### config.mk
export PLATFORM = sky130hd
export DESIGN_NAME = rrp_regs
export DESIGN_NICKNAME = d
export VERILOG_FILES = /design/src/rrp_pkg.sv /design/src/rrp_regs.sv
export SDC_FILE = /design/constraint.sdc
export NUM_CORES = 1
export LEC_CHECK = 0
export ABC_AREA = 1
export BUFFER_PORTS_ARGS = -buffer_cell sky130_fd_sc_hd__buf_2
export CAP_MARGIN = 5
export CORE_UTILIZATION = 40
export CTS_CLUSTER_DIAMETER = 150
export DETAILED_ROUTE_END_ITERATION = 16
export HOLD_SLACK_MARGIN = 0.15
export PLACE_DENSITY = 0.68
export SLEW_MARGIN = 20
export SYNTH_ARGS = -nofsm -noshare
export SYNTH_HDL_FRONTEND = slang
export SYNTH_SLANG_ARGS = --single-unit
### constraint.sdc
create_clock -name i_clk_sys -period 2.5 [get_ports i_clk_sys]
set_clock_uncertainty 0.2 [all_clocks]
set_input_delay 0.25 -clock i_clk_sys [delete_from_list [all_inputs] [get_ports i_clk_sys]]
set_output_delay 0.25 -clock i_clk_sys [all_outputs]
set_load 0.01 [all_outputs]
### src/rrp_pkg.sv
package rrp_pkg;

    // ----------------------------------------------------------------
    // register addresses
    // ----------------------------------------------------------------
    localparam logic [5:0] ADDR_SYNTH_MAIN = 6'h16;
    localparam logic [5:0] ADDR_SYNTH_AUX  = 6'h17;
    localparam logic [5:0] ADDR_DAC        = 6'h18;
    localparam logic [5:0] ADDR_ADC        = 6'h19;
    localparam logic [5:0] ADDR_RXLEN_HI   = 6'h1a;
    localparam logic [5:0] ADDR_RXLEN_LO   = 6'h1b;

    // ----------------------------------------------------------------
    // reset values
    // ----------------------------------------------------------------
    localparam logic [23:0] RST_SYNTH_MAIN = 24'h40d84f;
    localparam logic [23:0] RST_SYNTH_AUX  = 24'h011846;
    localparam logic [7:0]  RST_DAC        = 8'h00;
    localparam logic [7:0]  RST_RXLEN      = 8'h00;

    // ----------------------------------------------------------------
    // field positions
    // ----------------------------------------------------------------
    localparam int BIT_BIAS_BOOST   = 23;
    localparam int REF_SEL_HI       = 22;
    localparam int REF_SEL_LO       = 20;
    localparam int BIT_VCO_LEVEL    = 22;
    localparam int BIT_EXT_RF       = 21;
    localparam int BIT_PRESC_EN     = 20;
    localparam int B_HI             = 19;
    localparam int B_LO             = 10;
    localparam int A_HI             = 9;
    localparam int A_LO             = 0;
    localparam int BIT_SKIP_CHECK   = 7;
    localparam int BIT_IRQ_REMAP    = 6;

    // ----------------------------------------------------------------
    // commands
    // ----------------------------------------------------------------
    localparam logic [7:0] CMD_SOFT_INIT  = 8'h83;
    localparam logic [7:0] CMD_HOP_MAIN   = 8'h84;
    localparam logic [7:0] CMD_HOP_AUX    = 8'h85;
    localparam logic [7:0] CMD_ADC_TRIG   = 8'h87;
    localparam logic [7:0] CMD_INV_FIRST  = 8'h98;
    localparam logic [7:0] CMD_INV_LAST   = 8'h9c;
    localparam logic [7:0] CMD_REQ_RN     = 8'h9f;
    localparam logic [9:0] RXLEN_TAG_RANDOM_16     = 10'd16;
    localparam logic [9:0] RXLEN_TAG_RANDOM_16_CRC = 10'd32;

    // ----------------------------------------------------------------
    // timing
    // ----------------------------------------------------------------
    localparam int CLK_PERIOD_PS  = 5000;
    localparam int ADC_TIME_US    = 20;
    localparam int ADC_CYCLES     = (ADC_TIME_US * 1000000 + CLK_PERIOD_PS - 1) / CLK_PERIOD_PS;

    // ----------------------------------------------------------------
    // carriers
    // ----------------------------------------------------------------
    typedef struct packed {
        logic       bias_boost;
        logic [2:0] reference_divider_select;
        logic [9:0] b_count;
        logic [9:0] a_count;
    } rrp_synth_type;

    typedef struct packed {
        logic       single_rx_skip_check;
        logic       raw_fifo_irq_remap;
        logic [9:0] bit_count;
        logic       stop_on_pause;
    } rrp_rx_cfg_type;

    typedef enum logic [2:0] {
        ADC_IDLE = 3'b001,
        ADC_BUSY = 3'b010,
        ADC_DONE = 3'b100
    } rrp_adc_state_type;

endpackage

### src/rrp_regs.sv
`timescale 1ns/1ps
// Overview of operation
// [RQ1] main word bits 22:20 select the synthesizer reference frequency
// [RQ2] both words: bits 19:10 are B count, bits 9:0 are A count
// [RQ3] main word presets to 40d84f on reset or enable low
// [RQ4] aux word presets to 011846 on reset or enable low
// [RQ5] aux bit 21 picks internal oscillator or external rf pin
// [RQ6] aux bit 20 enables divider and prescaler path
// [RQ7] dac level is host writable, resets to 00
// [RQ8] command 87 starts conversion; result valid 20 us later
// [RQ9] host sets measurement select before triggering conversion
// [RQ10] length bit 7 skips crc check for next reception only
// [RQ11] length bit 6 sends all bytes to fifo and remaps interrupts
// [RQ12] ten-bit length: two high bits in first, eight in second register
// [RQ13] nonzero length stops after count; zero stops on closing pause
// [RQ14] commands 98 to 9c force a 16-bit reception length
// [RQ15] command 9f forces a 32-bit reception length
// [RQ16] length registers clear on reset and after successful reception
// [RQ17] command 87 decodes as conversion trigger
// [RQ18] command 84 selects main word, 85 selects aux word
// [RQ19] synth words move as three bytes msb first, applied after third
module rrp_regs (
    input  wire logic                   i_clk_sys,
    input  wire logic                   i_nrst,
    input  wire logic                   i_en,
    input  wire logic                   i_wr,
    input  wire logic                   i_rd,
    input  wire logic [5:0]             i_addr,
    input  wire logic [7:0]             i_wdata,
    input  wire logic                   i_cmd_valid,
    input  wire logic [7:0]             i_cmd,
    input  wire logic                   i_rx_success,
    input  wire logic [7:0]             i_adc_sample,
    output logic      [7:0]             o_rdata,
    output logic                        o_rdata_valid,
    output rrp_pkg::rrp_synth_type      o_synth,
    output logic                        o_use_aux,
    output logic                        o_ext_rf,
    output logic                        o_presc_en,
    output logic                        o_vco_level,
    output logic      [7:0]             o_dac,
    output logic                        o_adc_start,
    output logic                        o_adc_busy,
    output rrp_pkg::rrp_rx_cfg_type     o_rx_cfg
);
    import rrp_pkg::*;

    // ----------------------------------------------------------------
    // input synchronisers
    // ----------------------------------------------------------------
    logic [1:0] en_sync_q;
    logic [7:0] adc_s1_q;
    logic [7:0] adc_s2_q;

    // enable pin and analog sample pass two flops
    always_ff @(posedge i_clk_sys or negedge i_nrst) begin
        if (!i_nrst) begin
            en_sync_q <= 2'b00;
            adc_s1_q  <= 8'h00;
            adc_s2_q  <= 8'h00;
        end else begin
            en_sync_q <= {en_sync_q[0], i_en};
            adc_s1_q  <= i_adc_sample;
            adc_s2_q  <= adc_s1_q;
        end
    end

    logic en_ok;
    logic cmd_init;
    logic clr_all;
    assign en_ok    = en_sync_q[1];
    assign cmd_init = i_cmd_valid && (i_cmd == CMD_SOFT_INIT);
    // enable low or soft init preset the synth words, hop select, dac level, lengths and byte pointers; not the conversion sequencer, result or read data
    assign clr_all  = !en_ok || cmd_init;

    // ----------------------------------------------------------------
    // three-byte staging
    // ----------------------------------------------------------------
    logic [1:0]  wr_idx_q;
    logic [1:0]  rd_idx_q;
    logic [15:0] stage_q;
    logic [5:0]  last_addr_q;
    logic        wide_sel;
    assign wide_sel = (i_addr == ADDR_SYNTH_MAIN) || (i_addr == ADDR_SYNTH_AUX);

    // [RQ19] byte pointer per access
    always_ff @(posedge i_clk_sys or negedge i_nrst) begin
        if (!i_nrst) begin
            wr_idx_q    <= 2'd0;
            rd_idx_q    <= 2'd0;
            stage_q     <= 16'h0000;
            last_addr_q <= 6'h00;
        end else if (clr_all) begin
            wr_idx_q <= 2'd0;
            rd_idx_q <= 2'd0;
        end else if ((i_wr || i_rd) && wide_sel) begin
            last_addr_q <= i_addr;
            if (i_wr) begin
                rd_idx_q <= 2'd0;
                if (i_addr != last_addr_q || wr_idx_q == 2'd0) begin
                    stage_q  <= {i_wdata, 8'h00};
                    wr_idx_q <= 2'd1;
                end else if (wr_idx_q == 2'd1) begin
                    stage_q[7:0] <= i_wdata;
                    wr_idx_q     <= 2'd2;
                end else begin
                    wr_idx_q <= 2'd0;
                end
            end else begin
                wr_idx_q <= 2'd0;
                if (i_addr != last_addr_q || rd_idx_q == 2'd2) begin
                    rd_idx_q <= (i_addr != last_addr_q) ? 2'd1 : 2'd0;
                end else begin
                    rd_idx_q <= rd_idx_q + 2'd1;
                end
            end
        end else if (i_wr || i_rd) begin
            wr_idx_q <= 2'd0;
            rd_idx_q <= 2'd0;
        end
    end

    logic word_commit;
    assign word_commit = i_wr && wide_sel && !clr_all
                         && (i_addr == last_addr_q) && (wr_idx_q == 2'd2);

    // ----------------------------------------------------------------
    // synthesizer words
    // ----------------------------------------------------------------
    logic [23:0] main_q;
    logic [23:0] aux_q;
    logic        use_aux_q;

    // [RQ3] [RQ4] presets, committed after third byte
    always_ff @(posedge i_clk_sys or negedge i_nrst) begin
        if (!i_nrst) begin
            main_q <= RST_SYNTH_MAIN;
            aux_q  <= RST_SYNTH_AUX;
        end else if (clr_all) begin
            main_q <= RST_SYNTH_MAIN;
            aux_q  <= RST_SYNTH_AUX;
        end else if (word_commit && i_addr == ADDR_SYNTH_MAIN) begin
            main_q <= {stage_q, i_wdata};
        end else if (word_commit && i_addr == ADDR_SYNTH_AUX) begin
            aux_q <= {stage_q, i_wdata};
        end
    end

    // [RQ18] frequency hop commands
    always_ff @(posedge i_clk_sys or negedge i_nrst) begin
        if (!i_nrst) begin
            use_aux_q <= 1'b0;
        end else if (clr_all || (i_cmd_valid && i_cmd == CMD_HOP_MAIN)) begin
            use_aux_q <= 1'b0;
        end else if (i_cmd_valid && i_cmd == CMD_HOP_AUX) begin
            use_aux_q <= 1'b1;
        end
    end

    // ----------------------------------------------------------------
    // synthesizer outputs
    // ----------------------------------------------------------------
    rrp_synth_type synth_q;
    logic          ext_rf_q;
    logic          presc_q;
    logic          vco_q;
    logic [23:0]   act_word;
    assign act_word = use_aux_q ? aux_q : main_q;

    // [RQ1] [RQ2] [RQ5] [RQ6] field split of active word; aux flag bits always taken from aux word
    always_ff @(posedge i_clk_sys or negedge i_nrst) begin
        if (!i_nrst) begin
            synth_q  <= '0;
            ext_rf_q <= 1'b0;
            presc_q  <= 1'b0;
            vco_q    <= 1'b0;
        end else begin
            synth_q.bias_boost <= act_word[BIT_BIAS_BOOST];
            // aux word has no divider field; reference stays from main
            synth_q.reference_divider_select <= main_q[REF_SEL_HI:REF_SEL_LO];
            synth_q.b_count  <= act_word[B_HI:B_LO];
            synth_q.a_count  <= act_word[A_HI:A_LO];
            ext_rf_q <= aux_q[BIT_EXT_RF];
            presc_q  <= aux_q[BIT_PRESC_EN];
            vco_q    <= aux_q[BIT_VCO_LEVEL];
        end
    end

    // ----------------------------------------------------------------
    // dac level
    // ----------------------------------------------------------------
    logic [7:0] dac_q;

    // [RQ7] writable level, cleared on reset
    always_ff @(posedge i_clk_sys or negedge i_nrst) begin
        if (!i_nrst) begin
            dac_q <= RST_DAC;
        end else if (clr_all) begin
            dac_q <= RST_DAC;
        end else if (i_wr && i_addr == ADDR_DAC) begin
            dac_q <= i_wdata;
        end
    end

    // ----------------------------------------------------------------
    // conversion sequencer
    // ----------------------------------------------------------------
    rrp_adc_state_type adc_st_q;
    logic [15:0]       adc_cnt_q;
    logic [7:0]        adc_res_q;
    logic              adc_start_q;
    logic              trig;
    // [RQ17] conversion trigger decode
    assign trig = i_cmd_valid && (i_cmd == CMD_ADC_TRIG) && en_ok;

    // [RQ8] result latched 20 us after trigger
    always_ff @(posedge i_clk_sys or negedge i_nrst) begin
        if (!i_nrst) begin
            adc_st_q    <= ADC_IDLE;
            adc_cnt_q   <= 16'h0000;
            adc_res_q   <= 8'h00;
            adc_start_q <= 1'b0;
        end else begin
            adc_start_q <= trig;
            if (trig) begin
                adc_st_q  <= ADC_BUSY;
                adc_cnt_q <= 16'(ADC_CYCLES - 1);
            end else begin
                unique case (adc_st_q)
                    ADC_IDLE: begin
                        adc_cnt_q <= 16'h0000;
                    end
                    ADC_BUSY: begin
                        if (adc_cnt_q == 16'h0000) begin
                            adc_res_q <= adc_s2_q;
                            adc_st_q  <= ADC_DONE;
                        end else begin
                            adc_cnt_q <= adc_cnt_q - 16'h0001;
                        end
                    end
                    ADC_DONE: begin
                        adc_st_q <= ADC_IDLE;
                    end
                    default: begin
                        adc_st_q <= ADC_IDLE;
                    end
                endcase
            end
        end
    end

    // ----------------------------------------------------------------
    // receive length
    // ----------------------------------------------------------------
    logic [7:0] rxl_hi_q;
    logic [7:0] rxl_lo_q;
    logic [1:0] force_q;

    // [RQ16] clear on reset and at reception success
    always_ff @(posedge i_clk_sys or negedge i_nrst) begin
        if (!i_nrst) begin
            rxl_hi_q <= RST_RXLEN;
            rxl_lo_q <= RST_RXLEN;
        end else if (clr_all || i_rx_success) begin
            rxl_hi_q <= RST_RXLEN;
            rxl_lo_q <= RST_RXLEN;
        end else if (i_wr && i_addr == ADDR_RXLEN_HI) begin
            // reserved bits 5:2 stay zero
            rxl_hi_q <= {i_wdata[7:6], 4'h0, i_wdata[1:0]};
        end else if (i_wr && i_addr == ADDR_RXLEN_LO) begin
            rxl_lo_q <= i_wdata;
        end
    end

    // [RQ14] [RQ15] command length override until reception ends
    always_ff @(posedge i_clk_sys or negedge i_nrst) begin
        if (!i_nrst) begin
            force_q <= 2'b00;
        end else if (clr_all || i_rx_success) begin
            force_q <= 2'b00;
        end else if (i_cmd_valid && i_cmd >= CMD_INV_FIRST && i_cmd <= CMD_INV_LAST) begin
            force_q <= 2'b01;
        end else if (i_cmd_valid && i_cmd == CMD_REQ_RN) begin
            force_q <= 2'b10;
        end
    end

    rrp_rx_cfg_type rx_cfg_q;
    logic [9:0]     len_eff;
    // [RQ12] ten-bit length assembly
    assign len_eff = force_q[0] ? RXLEN_TAG_RANDOM_16 :
                     force_q[1] ? RXLEN_TAG_RANDOM_16_CRC : {rxl_hi_q[1:0], rxl_lo_q};

    // [RQ10] [RQ11] [RQ13] receive options to receiver
    always_ff @(posedge i_clk_sys or negedge i_nrst) begin
        if (!i_nrst) begin
            rx_cfg_q <= '0;
        end else begin
            rx_cfg_q.single_rx_skip_check <= rxl_hi_q[BIT_SKIP_CHECK];
            rx_cfg_q.raw_fifo_irq_remap   <= rxl_hi_q[BIT_IRQ_REMAP];
            rx_cfg_q.bit_count            <= len_eff;
            rx_cfg_q.stop_on_pause        <= (len_eff == 10'd0);
        end
    end

    // ----------------------------------------------------------------
    // read path
    // ----------------------------------------------------------------
    logic [7:0] rdata_q;
    logic       rvalid_q;
    logic [1:0] rd_byte;
    logic [23:0] rd_word;
    assign rd_byte = (i_addr != last_addr_q) ? 2'd0 : rd_idx_q;
    assign rd_word = (i_addr == ADDR_SYNTH_MAIN) ? main_q : aux_q;

    // [RQ19] registered read data, msb byte first
    always_ff @(posedge i_clk_sys or negedge i_nrst) begin
        if (!i_nrst) begin
            rdata_q  <= 8'h00;
            rvalid_q <= 1'b0;
        end else begin
            rvalid_q <= i_rd;
            if (i_rd) begin
                unique case (i_addr)
                    ADDR_SYNTH_MAIN, ADDR_SYNTH_AUX: begin
                        rdata_q <= (rd_byte == 2'd0) ? rd_word[23:16] :
                                   (rd_byte == 2'd1) ? rd_word[15:8] : rd_word[7:0];
                    end
                    ADDR_DAC:      rdata_q <= dac_q;
                    ADDR_ADC:      rdata_q <= adc_res_q;
                    ADDR_RXLEN_HI: rdata_q <= rxl_hi_q;
                    ADDR_RXLEN_LO: rdata_q <= rxl_lo_q;
                    default:       rdata_q <= 8'h00;
                endcase
            end
        end
    end

    // ----------------------------------------------------------------
    // outputs
    // ----------------------------------------------------------------
    assign o_rdata       = rdata_q;
    assign o_rdata_valid = rvalid_q;
    assign o_synth       = synth_q;
    assign o_use_aux     = use_aux_q;
    assign o_ext_rf      = ext_rf_q;
    assign o_presc_en    = presc_q;
    assign o_vco_level   = vco_q;
    assign o_dac         = dac_q;
    assign o_adc_start   = adc_start_q;
    assign o_adc_busy    = adc_st_q[1];
    assign o_rx_cfg      = rx_cfg_q;

endmodule // rrp_regs

* Word level (Yosys, flattened, before mapping) *
Cells that the tools add are included.

operators by class
  reduce and logical (&&, ||, !) cells = 50
  multiplexer cells = 44
  bitwise gates (word level) = 2
  add/sub/neg operators = 2
  equal/unequal tests = 24
  $lt $le $gt $ge = 2

operators with widths
  cell                                                                   number
  24-bit two-way mux                                                     7
  8-bit two-way mux                                                      11
  8-bit == test (second input constant)                                  5
  8-bit one-hot mux with 5 select lines                                  1
  6-bit by 5-bit == test with 1-bit output (second input constant)       6
  16-bit two-way mux                                                     2
  16-bit one-hot mux with 2 select lines                                 1
  2-bit two-way mux                                                      14
  10-bit two-way mux                                                     2
  1-bit logical AND                                                      18
  16-bit logical NOT                                                     1
  16-bit by 1-bit subtractor with 16-bit output (second input constant)  1
  2-bit nonzero test                                                     7
  10-bit logical NOT                                                     1
  2-bit AND reduction                                                    5
  3-bit nonzero test                                                     3
  8-bit >= comparator (second input constant)                            1
  8-bit <= comparator (second input constant)                            1
  4-bit AND reduction                                                    2
  1-bit logical OR                                                       7
  6-bit == test                                                          1
  3-bit two-way mux                                                      2
  2-bit inequality test (second input constant)                          3
  3-bit inequality test (second input constant)                          2
  13 further kinds                                                       20

word-level totals
  bits of input ports = 37
  word-level logic and storage cells = 156
  bits in registers = 196
  output and inout port bits = 60

* Depth between registers and ports, before layout *
  depth after elaboration = 11
  gate-level depth with buffers = 14
  mapped depth without buffers = 13

* Least setup slack after synthesis *
OpenSTA, ideal clock, no wires.

  kind = register to register
  from = reg adc_cnt_q[7]
  to = reg adc_cnt_q[8]
  arrival = 1509 ps
  setup slack = 665 ps
  buffers on the path = 1
  stages on the path, launching flop included = 10
  clock period less this slack = 1835 ps
  required time = 2175 ps
  library setup time = 125 ps
  path through = dfrtp_1 > nor2_1 > inv_1 > nor4b_1 > nand2_1 > o21ai_1 > inv_1 > buf_2 > o21ai_0 > o21ai_1

on the way
  word-level cells in the longest chain between the ends = 4
  elaborated cells on any way between the ends = 7
  classes of those cells = add/sub: 1; eq/ne: 1; mux: 3; reduce/logical: 2

RTL lines
  item                                           RTL line         text
  start, declared                                rrp_regs.sv:209  logic [15:0] adc_cnt_q;
  start signal, assigned                         rrp_regs.sv:227  adc_cnt_q <= 16'(ADC_CYCLES - 1);
  start signal, assigned                         rrp_regs.sv:238  adc_cnt_q <= adc_cnt_q - 16'h0001;
  16-bit by 1-bit subtractor with 16-bit output  rrp_regs.sv:238
  16-bit two-way mux                             rrp_regs.sv:234  if (adc_cnt_q == 16'h0000) begin
  16-bit one-hot mux with 2 select lines         rrp_regs.sv:229  unique case (adc_st_q)
  16-bit two-way mux                             rrp_regs.sv:225  if (trig) begin

Several ways; a longest one is shown, not always the timed one. The select of a mux whose other input is x is not followed.
A chain may end at the register's enable or synchronous reset.

* Final worst setup path *
  from = reg en_sync_q[1]
  to = reg rxl_lo_q[7]

on the way
  word-level cells in the longest chain between the ends = 5
  elaborated cells on any way between the ends = 7
  classes of those cells = eq/ne: 1; mux: 1; reduce/logical: 5

RTL lines
  item                                                                          RTL line         text
  start, declared                                                               rrp_regs.sv:51   logic [1:0] en_sync_q;
  start signal, assigned                                                        rrp_regs.sv:62   en_sync_q <= {en_sync_q[0], i_en};
  1-bit logical NOT (*)                                                         rrp_regs.sv:74   assign clr_all = !en_ok || cmd_init;
  1-bit logical OR (*)                                                          rrp_regs.sv:74
  1-bit logical OR (*)                                                          rrp_regs.sv:264  end else if (clr_all || i_rx_success) begin
  2-bit inequality test (no line) / 2-bit nonzero test (equally long branches)  -
  2-bit AND reduction (no line)                                                 -
  end signal, assigned                                                          rrp_regs.sv:271  rxl_lo_q <= i_wdata;
  end, declared                                                                 rrp_regs.sv:256  logic [7:0] rxl_lo_q;

Every way passes the cells marked *; elsewhere a longest branch is shown, timed or not.

==> impl_metrics.yaml <==
status:
  outcome: "finished clean"
worst_setup_path:
  setup.worst_path.start: "en_sync_q[1]"
  arrival_ns: 2.55
  cp_slowest_stage_delay_ns: 0.56
  critPathRequiredTime_ns: 2.68
  crit_chain: "nand2_4, nor2_4, buf_6, nand2_1, dlygate4sd3_1, o21ai_0, dlygate4sd3_1"
  endpoint_kind: "flop"
  slowest_stage: "dlygate4sd3_1"
  worstPathMaxFanout: 9
  rr_startpoint: "en_sync_q[1]"
  cpMostUsedCell: "dlygate4sd3_1"
  start_kind: "flop"
  path_class: "reg2reg"
drt:
  wl_mm: 22.1
  dr.max_layer_used: "met4"
  wire_per_inst_um: 16.1
  dr_wl_met2_mm: 10.1
  drc_errors: 0
  dr.first_iter.drc_count: 446
  drtAntennaViolNets: 0
  vias_per_cell: 5.05
  met3_length_mm: 1.34
  drt_first_pass_iters: 5
  wl_met1_mm: 10.2
  num_vias: 6937
clock_network:
  cts_tree: "done"
  clock_path_buffers: 2
  cts.sinks: 192
  cts_buffers: 17
  h-tree-depth: 4
  root_buffer: "clkbuf_16"
  clk_latency_ns: 0.44
  path_clk_slew_ns: 0.07
logic_synthesis:
  ys_types: 41
  syn_inst: 949
  synth_fp_nets: 989
  synthArstFlopShare: 1.00
  synth_ff_type: "dfrtp_1"
  synth_edf_count: 0
  synth_area_um2: 8440
  postSynthAreaPerCell_um2: 8.89
  yosysTopAreaCellShare: 0.519
  synth.largest_area_cell: "dfrtp_1"
  synth_most_common_cell: "nand2_1"
  seq_area_frac_synth: 0.572
  synth_warnings: 0
  synthTopCellsByArea: "dfrtp_1, nand2_1, inv_1, o21ai_0, dfstp_2"
  synth-seq-cells: 192
  synth_common_cells: "nand2_1, dfrtp_1, inv_1"
timing:
  tns_ns: 0
  max-slew-margin-rel: 0.542
  setup_violations: 0
  fmax_ghz: 0.421
  finalMaxSlewViolations: 0
  fin_crit_sh: 0.950
  fin_crit_ns: 2.38
  hold_viol_final: 0
  worstMarginPinSlew_ns: 0.687
  rsz0062_at_grt: "no"
final_layout:
  drive_gt1_frac: 0.194
  area_growth_pct: 21.3
  nets: 1130
  diodes: 0
  post-route-util: 0.501
  instances_no_fill: 1373
place:
  dpl.cell_count: 1308
  place_congestion: 0.894
  dp_hpwl_mm: 15.6
  port-buffer-count: 96
floorplanning:
  die_w_um: 147
  die_height_um: 147
  fp-row-count: 52
  start_util: 0.413
  coreArea_um2: 20400
  io_pins: 97
  die_area_um2: 21700
grt:
  groute.usage.overall: 0.215
  grt_max_degree: 58
  grt_pass1_wl_mm: 36.0
  overflow: 0
  antenna_found_initial: 0
  grt_pass1_vias: 6609
run:
  max_cap_violations: 0
hold_path:
  hold_class: "in2async"
power_and_ir_drop:
  p_leak_nw: 5.19
  vdd.ir_drop.worst_mv: 0.459
  power_density_nw_per_um2: 628
==> logic make-up after synthesis <==
| kind of cell | count (synthesis) | synth area share |
|---|---|---|
| xor gates and xnor gates | 7 | 0.00726 |
| and+or+nand+nor | 376 | 0.194 |
| DFF | 192 | 0.572 |
| buffers and inverters | 167 | 0.0811 |
| adders and majority gates | 3 | 0.00445 |
| AOI/OAI and AO/OA | 204 | 0.142 |
==> final timing paths <==
| kind | endpoint | slack (ns) | cells past startpoint |
|---|---|---|---|
| worst max-delay path | rxl_lo_q[7] | 0.12 | 7 |
| worst min-delay path | o_synth[15] | 0.15 | 2 |
| worst max register to register | rxl_lo_q[7] | 0.12 | 7 |
| worst min register to register | adc_s2_q[3] | 0.15 | 0 |
| max in group asynchronous | adc_s1_q[7] | 1.20 | 3 |
| min in group i_clk_sys | adc_s2_q[3] | 0.15 | 0 |
==> critical path, delay by kind of cell (launching register included) <==
| kind | cells | cell delay (ns) |
|---|---|---|
| buf+inv | 3 | 1.26 |
| flops | 1 | 0.42 |
| simple gates | 3 | 0.28 |
| compound gates | 1 | 0.16 |
==> per-stage QoR <==
step / area, um2 / hold slack, ns / setup WS (ns) / total power, mW
finish: 10200 / 0.148 / 0.124 / 6.43
floorplan: 8440 / -0.246 / 0.665 / 3.44
global route: 10200 / 0.159 / 0.00144 / 6.63
detailed placement: 9290 / 0.0594 / 0.169 / 3.64
CTS: 10200 / 0.155 / 0.0679 / 6.47
global placement: 9290 / 0.0590 / 0.173 / 3.63
==> layer usage <==
metal	GRT usage	vias to the layer above
met3	0.0438	36
li1	-	3346
met5	0	-
met4	0.0691	0
met2	0.324	232
met1	0.311	3323
==> final cells by class <==
type,instances,area (um2)
clock buffer,20,447
inverter,140,528
clock inverter,12,158
sequential,192,4830
multi-input combinational,590,2940
tap,270,338
fill,1948,10200
timing repair buffer,149,998
==> placed cells by master, fill, tap and decap left out, drive strengths merged, types with 4 or more instances in the layout <==
cell type and instances:
o22ai 51, clkinv 4, clkbuf 21, nand2 228, nand3 32, o21ai 116
nand4 10, buf 115, nor2 83, xor2 6, a21oi 35, nor3 15
dlygate4sd3 33, inv 142, dfrtp 175, dfstp 17
==> where the power goes <==
group	total (mW)	internal [mW]	switching (mW)
clock network	2.81	1.61	1.21
logic	0.393	0.129	0.264
registers	3.22	3.19	0.0353
==> state kept, by name, summed over array words and instances, names as in the netlist, 8 cells and up <==
register,flops
adc_cnt_q,16
adc_res_q,8
adc_s1_q,8
adc_s2_q,8
aux_q,24
main_q,24
o_dac,8
o_rdata,8
o_rx_cfg,13
o_synth,24
rxl_lo_q,8
stage_q,16
==> what timing repair did <==
item / in CTS / in global routing
endpoints found under the hold margin: 257 / 0
hold buffers: 33 / 0
gates resized for setup: 0 / 3
setup buffers: 0 / 0
setup endpoints to repair: 0 / 1
No activity file was read; power rests on OpenSTA's default activity.
